===== src/adts_consts.svh =====
// Offsets, field positions, reset values and timing counts of the converter timing block
`ifndef ADTS_CONSTS_SVH
`define ADTS_CONSTS_SVH
`define ADTS_OFF_TIMING      12'h000
`define ADTS_OFF_INSEL       12'h004
`define ADTS_OFF_STATUS      12'h008
`define ADTS_OFF_START       12'h00c
`define ADTS_TIMING_RST      16'h0000
`define ADTS_INSEL_RST       16'h0000
`define ADTS_TIMING_WMASK    16'h9fff
`define ADTS_INSEL_WMASK     16'h8f8f
`define ADTS_SRC_BIT         15
`define ADTS_SAMC_LSB        8
`define ADTS_SAMC_MSB        12
`define ADTS_DIV_MSB         7
`define ADTS_DIV_MAX         8'h3f
`define ADTS_RC_HALF_NS      250
`define ADTS_CLK_NS          8
`define ADTS_RC_HALF_CYC     (((`ADTS_RC_HALF_NS) + (`ADTS_CLK_NS) - 1) / (`ADTS_CLK_NS))
`endif


===== src/adts_pkg.sv =====
// Types shared by the converter timing block
package adts_pkg;
   typedef enum logic [1:0] {ADTS_IDLE, ADTS_SAMPLE, ADTS_DONE} adts_state_t;
   typedef struct packed {
      logic       neg_b;
      logic [3:0] pos_b;
      logic       neg_a;
      logic [3:0] pos_a;
   } adts_mux_t;
endpackage


===== src/adts_tick_if.sv =====
// Conversion clock tick carrier between divider and sampler
`timescale 1ns/1ps
interface adts_tick_if;
   logic       src_rc;
   logic [7:0] div;
   logic       tick;
   modport gen (input src_rc, input div, output tick);
   modport use_ (output src_rc, output div, input tick);
endinterface


===== src/adts_top.sv =====
// APB register block for converter timing and channel-0 input selection
`timescale 1ns/1ps
`include "adts_consts.svh"
//////////////////////////////////////////////////////////////////////////////
// Contract
// Source bit set picks internal RC clock; clear divides instruction clock.
// Timing bits 14:13 read zero and ignore writes.
// Five-bit auto-sample field 12:8 gives sampling of N conversion periods.
// Software should avoid an auto-sample time of zero.
// Divider code N gives a conversion period of N+1 instruction cycles.
// Largest divider code 0x3f gives 64 cycles; higher codes reserved.
// Input select holds settings A low, B high: 4-bit positive, negative bit.
// Software avoids positive codes 1101, 1110 and absent inputs 6-8.
module adts_top (
   input  wire logic              pclk,
   input  wire logic              presetn,
   input  wire logic              psel,
   input  wire logic              penable,
   input  wire logic              pwrite,
   input  wire logic [11:0]       paddr,
   input  wire logic [31:0]       pwdata,
   output logic                   pready,
   output logic [31:0]            prdata,
   output logic                   pslverr,
   output logic                   conv_clock_source_sel,
   output logic [4:0]             auto_sample_periods,
   output logic [7:0]             conv_clock_divider,
   output adts_pkg::adts_mux_t    mux_sel,
   output logic                   conv_tick,
   output logic                   sampling,
   output logic                   sample_done
);
   import adts_pkg::*;

   //////////////////////////////////////////////////////////////////////////
   logic [15:0]  timing_q, timing_d;
   logic [15:0]  insel_q, insel_d;
   logic [31:0]  rdata_q, rdata_d;
   logic         ready_q, ready_d;
   logic         err_q, err_d;
   logic         wr_en;
   logic         start_req;
   adts_state_t  state_q, state_d;
   logic [4:0]   scnt_q, scnt_d;
   logic         sample_done_q, sample_done_d;
   logic         samp_q, samp_d;
   logic         tick_q;
   adts_tick_if  tif ();

   assign wr_en = psel && !penable && pwrite;

   // Writes land in the setup cycle; the access phase then completes in one cycle
   always_comb begin
      timing_d  = timing_q;
      insel_d   = insel_q;
      rdata_d   = rdata_q;
      ready_d   = 1'b0;
      err_d     = 1'b0;
      start_req = 1'b0;
      if (psel && !penable) begin
         ready_d = 1'b1;
         case (paddr)
            `ADTS_OFF_TIMING: begin
               if (pwrite) begin
                  timing_d = pwdata[15:0] & `ADTS_TIMING_WMASK;
               end
               rdata_d = {16'h0000, timing_q};
            end
            `ADTS_OFF_INSEL: begin
               if (pwrite) begin
                  insel_d = pwdata[15:0] & `ADTS_INSEL_WMASK;
               end
               rdata_d = {16'h0000, insel_q};
            end
            `ADTS_OFF_STATUS: begin
               rdata_d = {30'h0, sample_done_q, (state_q == ADTS_SAMPLE)};
            end
            `ADTS_OFF_START: begin
               start_req = wr_en && pwdata[0];
               rdata_d   = 32'h0;
            end
            default: begin
               err_d   = 1'b1;
               rdata_d = 32'h0;
            end
         endcase
         if (pwrite) begin
            rdata_d = 32'h0;
         end
      end
   end

   //////////////////////////////////////////////////////////////////////////
   // Auto-sample timer counting conversion clock periods
   always_comb begin
      state_d       = state_q;
      scnt_d        = scnt_q;
      sample_done_d = sample_done_q;
      case (state_q)
         ADTS_IDLE: begin
            if (start_req) begin
               sample_done_d = 1'b0;
               scnt_d        = timing_q[`ADTS_SAMC_MSB:`ADTS_SAMC_LSB];
               // Zero periods ends at once; allowed though software should avoid it
               state_d = (timing_q[`ADTS_SAMC_MSB:`ADTS_SAMC_LSB] == 5'h00) ?
                         ADTS_DONE : ADTS_SAMPLE;
            end
         end
         ADTS_SAMPLE: begin
            if (tif.tick) begin
               if (scnt_q <= 5'h01) begin
                  state_d = ADTS_DONE;
               end
               scnt_d = scnt_q - 5'h01;
            end
         end
         ADTS_DONE: begin
            sample_done_d = 1'b1;
            state_d       = ADTS_IDLE;
         end
         default: begin
            state_d = ADTS_IDLE;
         end
      endcase
      samp_d = (state_d == ADTS_SAMPLE);
   end

   always_ff @(posedge pclk or negedge presetn) begin
      if (!presetn) begin
         timing_q      <= `ADTS_TIMING_RST;
         insel_q       <= `ADTS_INSEL_RST;
         rdata_q       <= 32'h0;
         ready_q       <= 1'b0;
         err_q         <= 1'b0;
         state_q       <= ADTS_IDLE;
         scnt_q        <= 5'h00;
         sample_done_q <= 1'b0;
         samp_q        <= 1'b0;
         tick_q        <= 1'b0;
      end else begin
         timing_q      <= timing_d;
         insel_q       <= insel_d;
         rdata_q       <= rdata_d;
         ready_q       <= ready_d;
         err_q         <= err_d;
         state_q       <= state_d;
         scnt_q        <= scnt_d;
         sample_done_q <= sample_done_d;
         samp_q        <= samp_d;
         tick_q        <= tif.tick;
      end
   end

   //////////////////////////////////////////////////////////////////////////
   assign tif.src_rc = timing_q[`ADTS_SRC_BIT];
   assign tif.div    = timing_q[`ADTS_DIV_MSB:0];

   adts_tick_gen u_tick (
      .pclk    (pclk),
      .presetn (presetn),
      .tif     (tif)
   );

   assign pready                = ready_q;
   assign prdata                = rdata_q;
   assign pslverr               = err_q;
   assign conv_clock_source_sel = timing_q[`ADTS_SRC_BIT];
   assign auto_sample_periods   = timing_q[`ADTS_SAMC_MSB:`ADTS_SAMC_LSB];
   assign conv_clock_divider    = timing_q[`ADTS_DIV_MSB:0];
   assign mux_sel               = {insel_q[15], insel_q[11:8], insel_q[7], insel_q[3:0]};
   assign conv_tick             = tick_q;
   assign sampling              = samp_q;
   assign sample_done           = sample_done_q;
endmodule // adts_top


===== src/adts_tick_gen.sv =====
// Conversion clock period generator: divider from pclk or internal RC stand-in
`timescale 1ns/1ps
`include "adts_consts.svh"
module adts_tick_gen (
   input  wire logic pclk,
   input  wire logic presetn,
   adts_tick_if.gen  tif
);
   import adts_pkg::*;
   logic [7:0] cnt_q, cnt_d;
   logic [7:0] rcc_q, rcc_d;
   logic       rc_q, rc_d;
   logic       tick_q, tick_d;
   logic [7:0] lim;

   always_comb begin
      // Reserved codes clamp so the period never exceeds 64 cycles
      lim    = (tif.div > `ADTS_DIV_MAX) ? `ADTS_DIV_MAX : tif.div;
      cnt_d  = cnt_q;
      rcc_d  = rcc_q;
      rc_d   = rc_q;
      tick_d = 1'b0;
      // Free-running stand-in for the dedicated RC oscillator
      if (rcc_q >= 8'(`ADTS_RC_HALF_CYC - 1)) begin
         rcc_d = 8'h00;
         rc_d  = ~rc_q;
      end else begin
         rcc_d = rcc_q + 8'h01;
      end
      if (tif.src_rc) begin
         tick_d = (rcc_q >= 8'(`ADTS_RC_HALF_CYC - 1)) && rc_q;
         cnt_d  = 8'h00;
      end else if (cnt_q >= lim) begin
         cnt_d  = 8'h00;
         tick_d = 1'b1;
      end else begin
         cnt_d = cnt_q + 8'h01;
      end
   end

   always_ff @(posedge pclk or negedge presetn) begin
      if (!presetn) begin
         cnt_q  <= 8'h00;
         rcc_q  <= 8'h00;
         rc_q   <= 1'b0;
         tick_q <= 1'b0;
      end else begin
         cnt_q  <= cnt_d;
         rcc_q  <= rcc_d;
         rc_q   <= rc_d;
         tick_q <= tick_d;
      end
   end
   assign tif.tick = tick_q;
endmodule // adts_tick_gen


===== config.mk =====
export PLATFORM = sky130hd
export DESIGN_NAME = adts_top
export DESIGN_NICKNAME = d
export VERILOG_FILES = /design/src/adts_pkg.sv /design/src/adts_tick_if.sv /design/src/adts_top.sv /design/src/adts_tick_gen.sv
export VERILOG_INCLUDE_DIRS = /design/src
export SDC_FILE = /design/constraint.sdc
export NUM_CORES = 1
export LEC_CHECK = 0
export CORE_MARGIN = 5
export CORE_UTILIZATION = 63
export CTS_CLUSTER_SIZE = 12
export DETAILED_ROUTE_END_ITERATION = 8
export DONT_BUFFER_PORTS = 1
export GPL_TIMING_DRIVEN = 0
export PLACE_DENSITY = 0.79
export SLEW_MARGIN = 20
export SYNTH_ARGS = -nofsm -noshare
export SYNTH_HDL_FRONTEND = slang
export SYNTH_SLANG_ARGS = --single-unit

===== constraint.sdc =====
create_clock -name pclk -period 2.9 [get_ports pclk]
set_clock_uncertainty 0.05 [all_clocks]
set_input_delay 0.58 -clock pclk [delete_from_list [all_inputs] [get_ports pclk]]
set_output_delay 0.58 -clock pclk [all_outputs]
set_load 0.03 [all_outputs]

==> metrics.txt, run 1 <==
hold crit path type in -> async; commonest non-fill, non-tap cell in the layout dfrtp_1; initial antenna violation count 0; Worst-path clk slew about 70 ps; Int Power roughly 1.6 mW; port buffer count 0; Seq/Total Area, Yosys 0.503; area of the core 5170 sq um; Final Max Tran Viols 0; setup tns final 0 ps; post-detail-place hpwl 5.38 mm; Total Nets Final 387; CTS root buf clkbuf_8; Mapped Cells approximately 300; final WL 7.53 mm; fraction of registers with async set/reset 1.00; register area 1700 sq um; vias in the first global route 2364; Peak supply drop 0.000421 V; type of the worst setup path reg -> reg; Post-CTS Setup Repair Bufs 0; R2R Path Start timing_q[6]; Ys Warns 0; total iterations of the first detailed-routing run 4; CTS max path bufs 2; RD Place Congestion slightly above 0.8; Syn-to-layout area delta 11.6%; status completed; total power draw around 2.2 mW; Post-synth EDFFs 0; Setup-failing EPs final 0; GRT met2 Usage 0.370; Max Cap Viol 0; mux share of post-synthesis cell area 0.121; busiest grt layer met2; met3 GRT Util 0.0812; Starting Density 0.654; PD cells about 570 nW/um^2; post-synthesis adder-cell area fraction 0.0444; NetSw 0.602 mW; CTS sink cnt 68; fill cell count 366; area share of the largest cell type after synthesis 0.503; die area 6930 sq um; largest family of logic cells by synthesized area simple AND/OR/NAND/NOR gates; ys flop type dfrtp_1; io pins 110; Syn Area/Cell around 11 sq um; Yosys reg bits 68; post-synthesis compound-gate area fraction 0.0862; most frequent cells in the layout dfrtp_1 (68), nor2_1 (30), conb_1 (22), nand2_1 (21), buf_4 (18); worst-margin pin slew 723 ps; FF-to-FF End u_tick.tif.tick; xor-xnor portion of the synthesized cell area 0.0259; synthesized cell area 3380 sq um; clk_lat worst skew 340 ps; Final Hold Viols 0; layout cells sized above 1 0.215; r2r setup slk around 340 ps; min Tclk post-route 2560 ps; Comb pwr share 0.129; first-pass GRT wire length 12.4 mm; footprint of the multi-input gates 1530 sq um; Net Sw Frac 0.278; slew margin rel. 0.518; leakage power 1.84 nW; ant diodes 0; largest cells by area after synthesis dfrtp_1 (50%), mux2_2 (4.7%), ha_1 (4.4%), mux2_4 (4.4%), buf_4 (4.0%); post-route ant nets 0; CTS Buf Count 9; RSZ-0062 raised after global routing no; Die X roughly 83 um; placed insts 384; largest net degree at the start of global routing 69; Tcrit/Tclk final 0.882; global route total overflow 0; CTS tree yes; CP endpoint kind flop; worst r2r path cells 7; DR vias between 2000 and 2500; all-layer global routing usage 0.228; WP data arrival 2770 ps; DR DRC count 0; drt first-iter violations 193; Sequential Power Share 0.504; Synth area leader dfrtp_1; wire per inst around 19 um; PostCTS Resize Cnt 0; Vias per Instance 5.83; H-tree depth 3; DIE HEIGHT between 80 and 90 um; Clock Power Share 0.368; GRT met1 Usage 0.278; Simple-Gate Fraction of Synth Area 0.150; Crit Path Max Fanout 9; FP Rows 26; post-synth cell types 57; hold slack final 66.9 ps; FMAX 391 MHz; critical path launch point type flop; Non-Filler Instances 401; CP required 3110 ps
## cells in the mapped netlist (2+ instances only)
cell      instances
mux2_4           10
xor2_1            5
nor4_4            2
conb_1            2
nand2b_1          3
nor2_1           30
a221o_1           2
and3_1            2
buf_4            18
o21ai_0          12
nand2_1          21
a22o_1            5
dfrtp_1          68
xnor2_1           5
nor4_1            4
nand4b_1          2
nand3b_1          2
o21a_1            2
mux2_2           14
inv_1            12
ha_1             12
or3_1             2
nand3_1           7
mux2i_1          10
nor3_1            5
clkbuf_1          3
a21oi_1           2
a21o_1            2
a31oi_1           2
## flip-flops by register name, indices dropped and copies added (netlist names)
name and flops:
u_tick.cnt_q 8, u_tick.rcc_q 8, timing_q 14, u_tick.tif.tick 1, sample_done 1, scnt_q 5
sampling 1, prdata 14, conv_tick 1, u_tick.rc_q 1, pready 1, state_q 2
pslverr 1, insel_q 10
## critical path, stage by stage (launching register included)
cell	delay, ps
dfrtp_1	640
or2_2	260
nor2_1	60
ha_1	300
and4_1	190
o21ai_0	100
o31ai_2	640
a21boi_0	230
## metrics by stage
step                setup WS [ps]  cell area, sq um   util
floorplan                     621              3460      -
global placement              428              3540  0.685
detailed placement            369              3540  0.685
CTS                           346              3770  0.730
global route                  176              3770  0.730
finish                        341              3770  0.730
## timing repair
item                                    CTS  global route
endpoints found under the hold margin    68             0
hold buffers                              1             0
endpoints found under the setup margin    0             0
## kinds of logic (layout without fill, tap and decap cells)
logic type | Yosys count | in the layout
AO/OA/AOI/OAI | 40 | 40
flip-flops | 68 | 68
adder cells (fa/ha/maj) | 12 | 12
other | 2 | 22
buffers and inverters | 36 | 53
AND/OR/NAND/NOR | 92 | 92
XOR/XNOR | 10 | 10
multiplexers | 34 | 34
## cell type report
| cell class | count | area share |
|---|---|---|
| Clock inverter | 4 | 0.0126 |
| Buffer | 24 | 0.0484 |
| Multi-Input combinational cell | 210 | 0.405 |
| Inverter | 12 | 0.0119 |
| Tap cell | 70 | 0.0232 |
| Sequential cell | 68 | 0.451 |
| Clock buffer | 12 | 0.0411 |
| Timing Repair Buffer | 1 | 0.00729 |
## metal layers
| metal | vias to the layer above | part of all wire |
|---|---|---|
| li1 | 1061 | - |
| met1 | 1163 | 0.40 |
| met2 | 100 | 0.49 |
| met3 | 14 | 0.092 |
| met4 | 0 | 0.018 |
| met5 | - | 0 |
## how the worst max path moves through the flow
stage,start,end,cells after the start
5_1_grt,timing_q[6],u_tick.tif.tick,7
6_report,timing_q[6],u_tick.tif.tick,7
2_1_floorplan,timing_q[6],u_tick.tif.tick,6
3_3_place_gp,timing_q[6],u_tick.tif.tick,7
3_5_place_dp,timing_q[6],u_tick.tif.tick,6
4_1_cts,timing_q[6],u_tick.tif.tick,7
## power by group through the flow
stage	Clock [mW]	Sequential [mW]	Combinational [mW]
floorplan	0	1.09	0.217
global placement	0	1.11	0.242
detailed placement	0	1.11	0.255
CTS	0.800	1.09	0.280
global route	0.846	1.10	0.322
finish	0.797	1.09	0.279
Power figures use the tool's default switching activity.
==> run 2: changes to the inputs <==
Settings changed: ABC_AREA set to 1.
==> metrics.txt, run 2 <==
leakage power 2.00 nW (+8.6%); placed insts 492 (+28%); Tcrit/Tclk final 0.769 (-0.113); Vias per Instance 5.25 (-10%); Peak supply drop 0.000332 V (-21%); Total Nets Final 495 (+28%); first-pass GRT wire length 13.1 mm (+5.0%); PD cells 501 nW/um^2 (-13%); CTS tree yes; Comb pwr share 0.062 (-0.067); CP required 3110 ps (about the same); Mapped Cells 402 (+37%); io pins 110 (unchanged); critical path launch point type flop; commonest non-fill, non-tap cell in the layout nand2_1; worst-margin pin slew 521 ps (-202 ps); Met1 Wirelength 3.34 mm (+10%); FMAX 448 MHz (+15%); CTS sink cnt 68 (unchanged); Final Max Tran Viols 0 (unchanged); Post-synth EDFFs 0 (unchanged); vias in the first global route 2624 (+11%); type of the worst setup path reg -> reg; slew margin rel. 0.653 (+0.135); clk_lat worst skew 340 ps (about the same); wire per inst 15.4 um (-18%); H-tree depth 3 (unchanged); Synth area leader dfrtp_1; post-detail-place hpwl 5.62 mm (+4.6%); largest net degree at the start of global routing 69 (unchanged); all-layer global routing usage 0.233 (+0.00505); Setup-failing EPs final 0 (unchanged); die area 7010 sq um (+1.2%); Seq/Total Area, Yosys 0.497 (-0.00680); total iterations of the first detailed-routing run 4 (unchanged); DIE HEIGHT 83.8 um (+0.60%); Max Cap Viol 0 (unchanged); hold crit path type in -> async; synthesized cell area 3430 sq um (+1.4%); Yosys reg bits 68 (unchanged); fill cell count 408 (+11%); Syn-to-layout area delta 11.5%; CTS Buf Count 9 (unchanged); WL met2 3.52 mm (-4.0%); drt first-iter violations 144 (-25%); Int Power 1.45 mW (-7.4%); Clock Power Share 0.413 (+0.045); WP data arrival 2440 ps (-330 ps); layout cells sized above 1 0.125 (-0.0892); post-route ant nets 0 (unchanged); hold slack final 67.2 ps (+0.225 ps); fraction of registers with async set/reset 1.00 (unchanged); most frequent cells in the layout nand2_1 (97), dfrtp_1 (68), inv_1 (39), nor2_1 (37), o21ai_0 (34); FP Rows 26 (unchanged); final WL 7.84 mm (+4.1%); RSZ-0062 raised after global routing no; area share of the largest cell type after synthesis 0.497 (-0.00680); Post-CTS Setup Repair Bufs 0 (unchanged); setup tns final 0 ps (unchanged); Ys Warns 0 (unchanged); Worst-path clk slew 70 ps (about the same); CTS max path bufs 2 (unchanged); top cells by count, synth nand2_1 (97), dfrtp_1 (68), inv_1 (39), nor2_1 (37), o21ai_0 (34); RD Place Congestion 0.899 (+9.6%); Non-Filler Instances 509 (+27%); initial antenna violation count 0 (unchanged); ys flop type dfrtp_1; status completed; uppermost layer routed met4; Net Sw Frac 0.242 (-0.0358); Syn Area/Cell 8.52 sq um (-26%); global route total overflow 0 (unchanged); area of the core 5200 sq um (+0.63%); worst r2r path cells 9 (+2); Die X 83.8 um (+0.60%); NetSw 0.463 mW (-23%); post-layout util 0.734 (+0.00433); Final Hold Viols 0 (unchanged); Sequential Power Share 0.525 (+0.021); Crit Path Max Fanout 8 (-1); DR DRC count 0 (unchanged); min Tclk post-route 2230 ps (-329 ps); r2r setup slk 670 ps (+330 ps); largest cells by area after synthesis dfrtp_1 (50%), nand2_1 (11%), o21ai_0 (5.0%), ha_1 (4.4%), inv_1 (4.3%); CTS root buf clkbuf_8; CP endpoint kind flop; DR vias 2671 (+14%); cell with the most instances after synthesis nand2_1; DR WL met3 781 um (+12%); post-synth cell types 35 (-39%); Starting Density 0.658 (+0.00481); port buffer count 0 (unchanged); ant diodes 0 (unchanged)
[run 2: cell count changes after synthesis, moves of 7 or more]
cell | previous run | this run
nand3_1 | 7 | 29
o21ai_1 | 0 | 10
o21ai_0 | 12 | 34
inv_1 | 12 | 39
nand2_1 | 21 | 97
mux2i_1 | 10 | 0
mux2_2 | 14 | 0
nor2_1 | 30 | 37
mux2_4 | 10 | 0
[run 2: area by class of cell]
type,instances,area (sq um),share of cell area
tap,70,87.6,0.0229
clock inverter,4,47.5,0.0124
timing repair buffer,1,27.5,0.00721
multi-input combinational,287,1460,0.381
buffer,25,186,0.0488
sequential,68,1700,0.445
clock buffer,12,155,0.0406
inverter,42,158,0.0413
[run 2: cell families (layout without fill, tap and decap cells)]
kind of cell,count (synthesis),count (layout),synth area share
buf+inv,67,84,0.100
other cells,2,22,0.00219
flops,68,68,0.497
fa+ha+maj,12,12,0.0438
compound gates,61,61,0.0968
simple gates,185,185,0.242
xor+xnor,7,7,0.0179
[run 2: worst paths after layout]
check                           startpoint               to
setup / recovery               timing_q[7]  u_tick.cnt_q[1]
hold / removal                     presetn  u_tick.cnt_q[6]
setup reg to reg               timing_q[7]  u_tick.cnt_q[1]
hold reg to reg            u_tick.tif.tick        conv_tick
max in group asynchronous          presetn         sampling
min in group pclk                  penable           pready
[run 2: what timing repair did]
action	CTS	global route
hold buffers	1	0
hold endpoints to repair	68	0
resized for setup	0	0
[run 2: power by group through the flow]
stage | clock [mW] | combinational, mW | sequential (mW)
floorplan | 0 | 0.0861 | 1.02
global placement | 0 | 0.0935 | 1.02
detailed placement | 0 | 0.0938 | 1.02
CTS | 0.806 | 0.118 | 1.00
global route | 0.850 | 0.132 | 1.00
finish | 0.790 | 0.118 | 1.00
[run 2: layer usage]
| layer | up-vias | global-route usage |
|---|---|---|
| li1 | 1315 | - |
| met1 | 1235 | 0.300 |
| met2 | 101 | 0.351 |
| met3 | 20 | 0.0869 |
| met4 | 0 | 0.105 |
| met5 | - | 0 |
[run 2: through the flow]
| step | worst slack, ps | total power, mW | cell area [sq um] |
|---|---|---|---|
| floorplan | 1080 | 1.10 | 3500 |
| global placement | 795 | 1.12 | 3590 |
| detailed placement | 697 | 1.12 | 3590 |
| CTS | 691 | 1.93 | 3820 |
| global route | 468 | 1.99 | 3820 |
| finish | 670 | 1.91 | 3820 |
[run 2: worst max-delay path, stage by stage, from the launching register on]
cell and delay, ps:
dfrtp_1 610, nor2_1 110, inv_1 170, nor2_1 60, ha_1 300, a21oi_1 140, nor2_1 50, nor2_1 150
nand4_1 320, nor2_1 180
==> run 3: changes to the inputs <==
Settings changed: CORE_UTILIZATION 63 to 57, PLACE_DENSITY 0.79 to 0.75.
Clock period 2.9 ns to 1.94 ns, I/O delays scaled along.
==> metrics.txt, run 3 (synthesis gave the netlist of run 2 again) <==
status complete, but fails checks; failing checks hold timing; Sequential Power Share 0.537 (+0.012); Clock Power Share 0.411 (-0.002); type of the worst setup path reg -> reg; RD Place Congestion 0.880 (-2.2%); ant diodes 0 (unchanged); CTS Buf Count 9 (unchanged); total iterations of the first detailed-routing run 5 (+1); post-route ant nets 0 (unchanged); drt first-iter violations 173 (+20%); post-detail-place hpwl 5.78 mm (+2.8%); Starting Density 0.582 (-0.0761); most frequent cells in the layout nand2_1 (95), dfrtp_1 (66), inv_1 (38), o21ai_0 (34), nand3_1 (29); Worst-path clk slew 70 ps (about the same); io pins 110 (unchanged); NetSw 0.648 mW (+40%); all-layer global routing usage 0.221 (-0.0125); DIE HEIGHT 87.5 um (+4.5%); final WL 8.11 mm (+3.5%); FMAX 529 MHz (+18%); Max Cap Viol 0 (unchanged); Peak supply drop 0.000525 V (+58%); CP required 2120 ps (-990 ps); DR vias 2749 (+2.9%); register area 1700 sq um (+0.15%); critical path launch point type flop; FP Rows 28 (+7.7%); WP data arrival 2070 ps (-370 ps); CTS sink cnt 68 (unchanged); Crit Path Max Fanout 8 (unchanged); Final Cell Area 3880 sq um (+1.7%); Comb pwr share 0.052 (-0.010); first-pass GRT wire length 13.0 mm (-0.26%); Syn-to-layout area delta 13.3%; hold slack final -313 ps (-380 ps); fill cell count 482 (+18%); hold crit path type in -> async; min Tclk post-route 1890 ps (-341 ps); slew margin rel. 0.636 (-0.0171); area of the core 5890 sq um (+13%); CTS max path bufs 2 (unchanged); initial antenna violation count 0 (unchanged); DR DRC count 0 (unchanged); commonest non-fill, non-tap cell in the layout nand2_1; Final Max Tran Viols 0 (unchanged); placed insts 497 (+1.0%); vias in the first global route 2705 (+3.1%); clk_lat worst skew 340 ps (about the same); RSZ-0062 raised after global routing yes; Setup-failing EPs final 0 (unchanged); post-layout util 0.660 (-0.0740); Net Sw Frac 0.232 (-0.0107); CTS root buf clkbuf_8; die area 7660 sq um (+9.2%); H-tree depth 3 (unchanged); largest net degree at the start of global routing 69 (unchanged); placed inst area 3600 sq um (+0.17%); CP endpoint kind flop; Vias per Instance 5.37 (+2.3%); leakage power 1.98 nW (-0.70%); Total Nets Final 495 (unchanged); port buffer count 0 (unchanged); PD cells 720 nW/um^2 (+44%); Die X 87.5 um (+4.5%); Int Power 2.15 mW (+48%); Final Hold Viols 68 (+68); layout cells sized above 1 0.165 (+0.0395); footprint of the multi-input gates 1540 sq um (+5.6%); global route total overflow 0 (unchanged); Tcrit/Tclk final 0.974 (+0.205); worst-margin pin slew 546 ps (+25.6 ps); wire per inst 15.8 um (+2.9%); Non-Filler Instances 512 (+0.59%); CTS tree yes
## run 3: worst max-delay path: stages (launching register included)
cell and delay [ps]:
dfrtp_2 530, nor2_4 80, inv_4 120, nor2_4 50, ha_4 280, inv_1 40
o21bai_1 150, nand2_1 70, nand2_1 70, nand2_2 60, nand4_1 100, buf_6 150
nor2_1 50
## run 3: stage by stage
stage                     power [mW]  setup slack, ps  TNS [ps]
after CTS                       2.81             5.05         0
final                           2.80             51.0         0
after global routing            2.92            -73.2      -556
after global placement          1.67             -206     -1590
after floorplan                 1.65              117         0
after detailed placement        1.67             -265     -2030
## run 3: final timing paths
kind                                 start         endpoint  slack (ps)  cells past startpoint
max in group asynchronous          presetn      timing_q[7]        2040                      0
min in group pclk                  penable           pready          50                      1
hold reg to reg            u_tick.tif.tick        conv_tick         390                      0
setup reg to reg               timing_q[7]  u_tick.cnt_q[0]          50                     12
setup / recovery               timing_q[7]  u_tick.cnt_q[0]          50                     12
hold / removal                     presetn      timing_q[5]        -310                      0
## run 3: cell type report
cell class	count	share of cell area
Multi-Input combinational cell	287	0.396
Inverter	42	0.0412
Clock inverter	2	0.00902
Tap cell	75	0.0242
Sequential cell	68	0.439
Timing Repair Buffer	1	0.00290
Clock buffer	12	0.0399
Buffer	25	0.0480
## run 3: routing by layer
layer | vias to the layer above | routed length [um] | global-route usage
li1 | 1314 | - | -
met1 | 1316 | 3270 | 0.268
met3 | 18 | 674 | 0.0659
met4 | 0 | 163 | 0.103
met2 | 101 | 4000 | 0.361
met5 | - | 0 | 0
## run 3: timing repair
item	CTS	global route
resized for setup	2	23
pin swaps	1	7
endpoints found under the hold margin	68	68
setup endpoints to repair	9	9
buffers inserted	1	0
## run 3: power by group through the flow
stage                     sequential [mW]  combinational [mW]  clock, mW
after CTS                            1.50               0.142       1.17
after floorplan                      1.52               0.129          0
after global placement               1.53               0.140          0
after detailed placement             1.53               0.141          0
final                                1.50               0.146       1.15
after global routing                 1.51               0.157       1.26
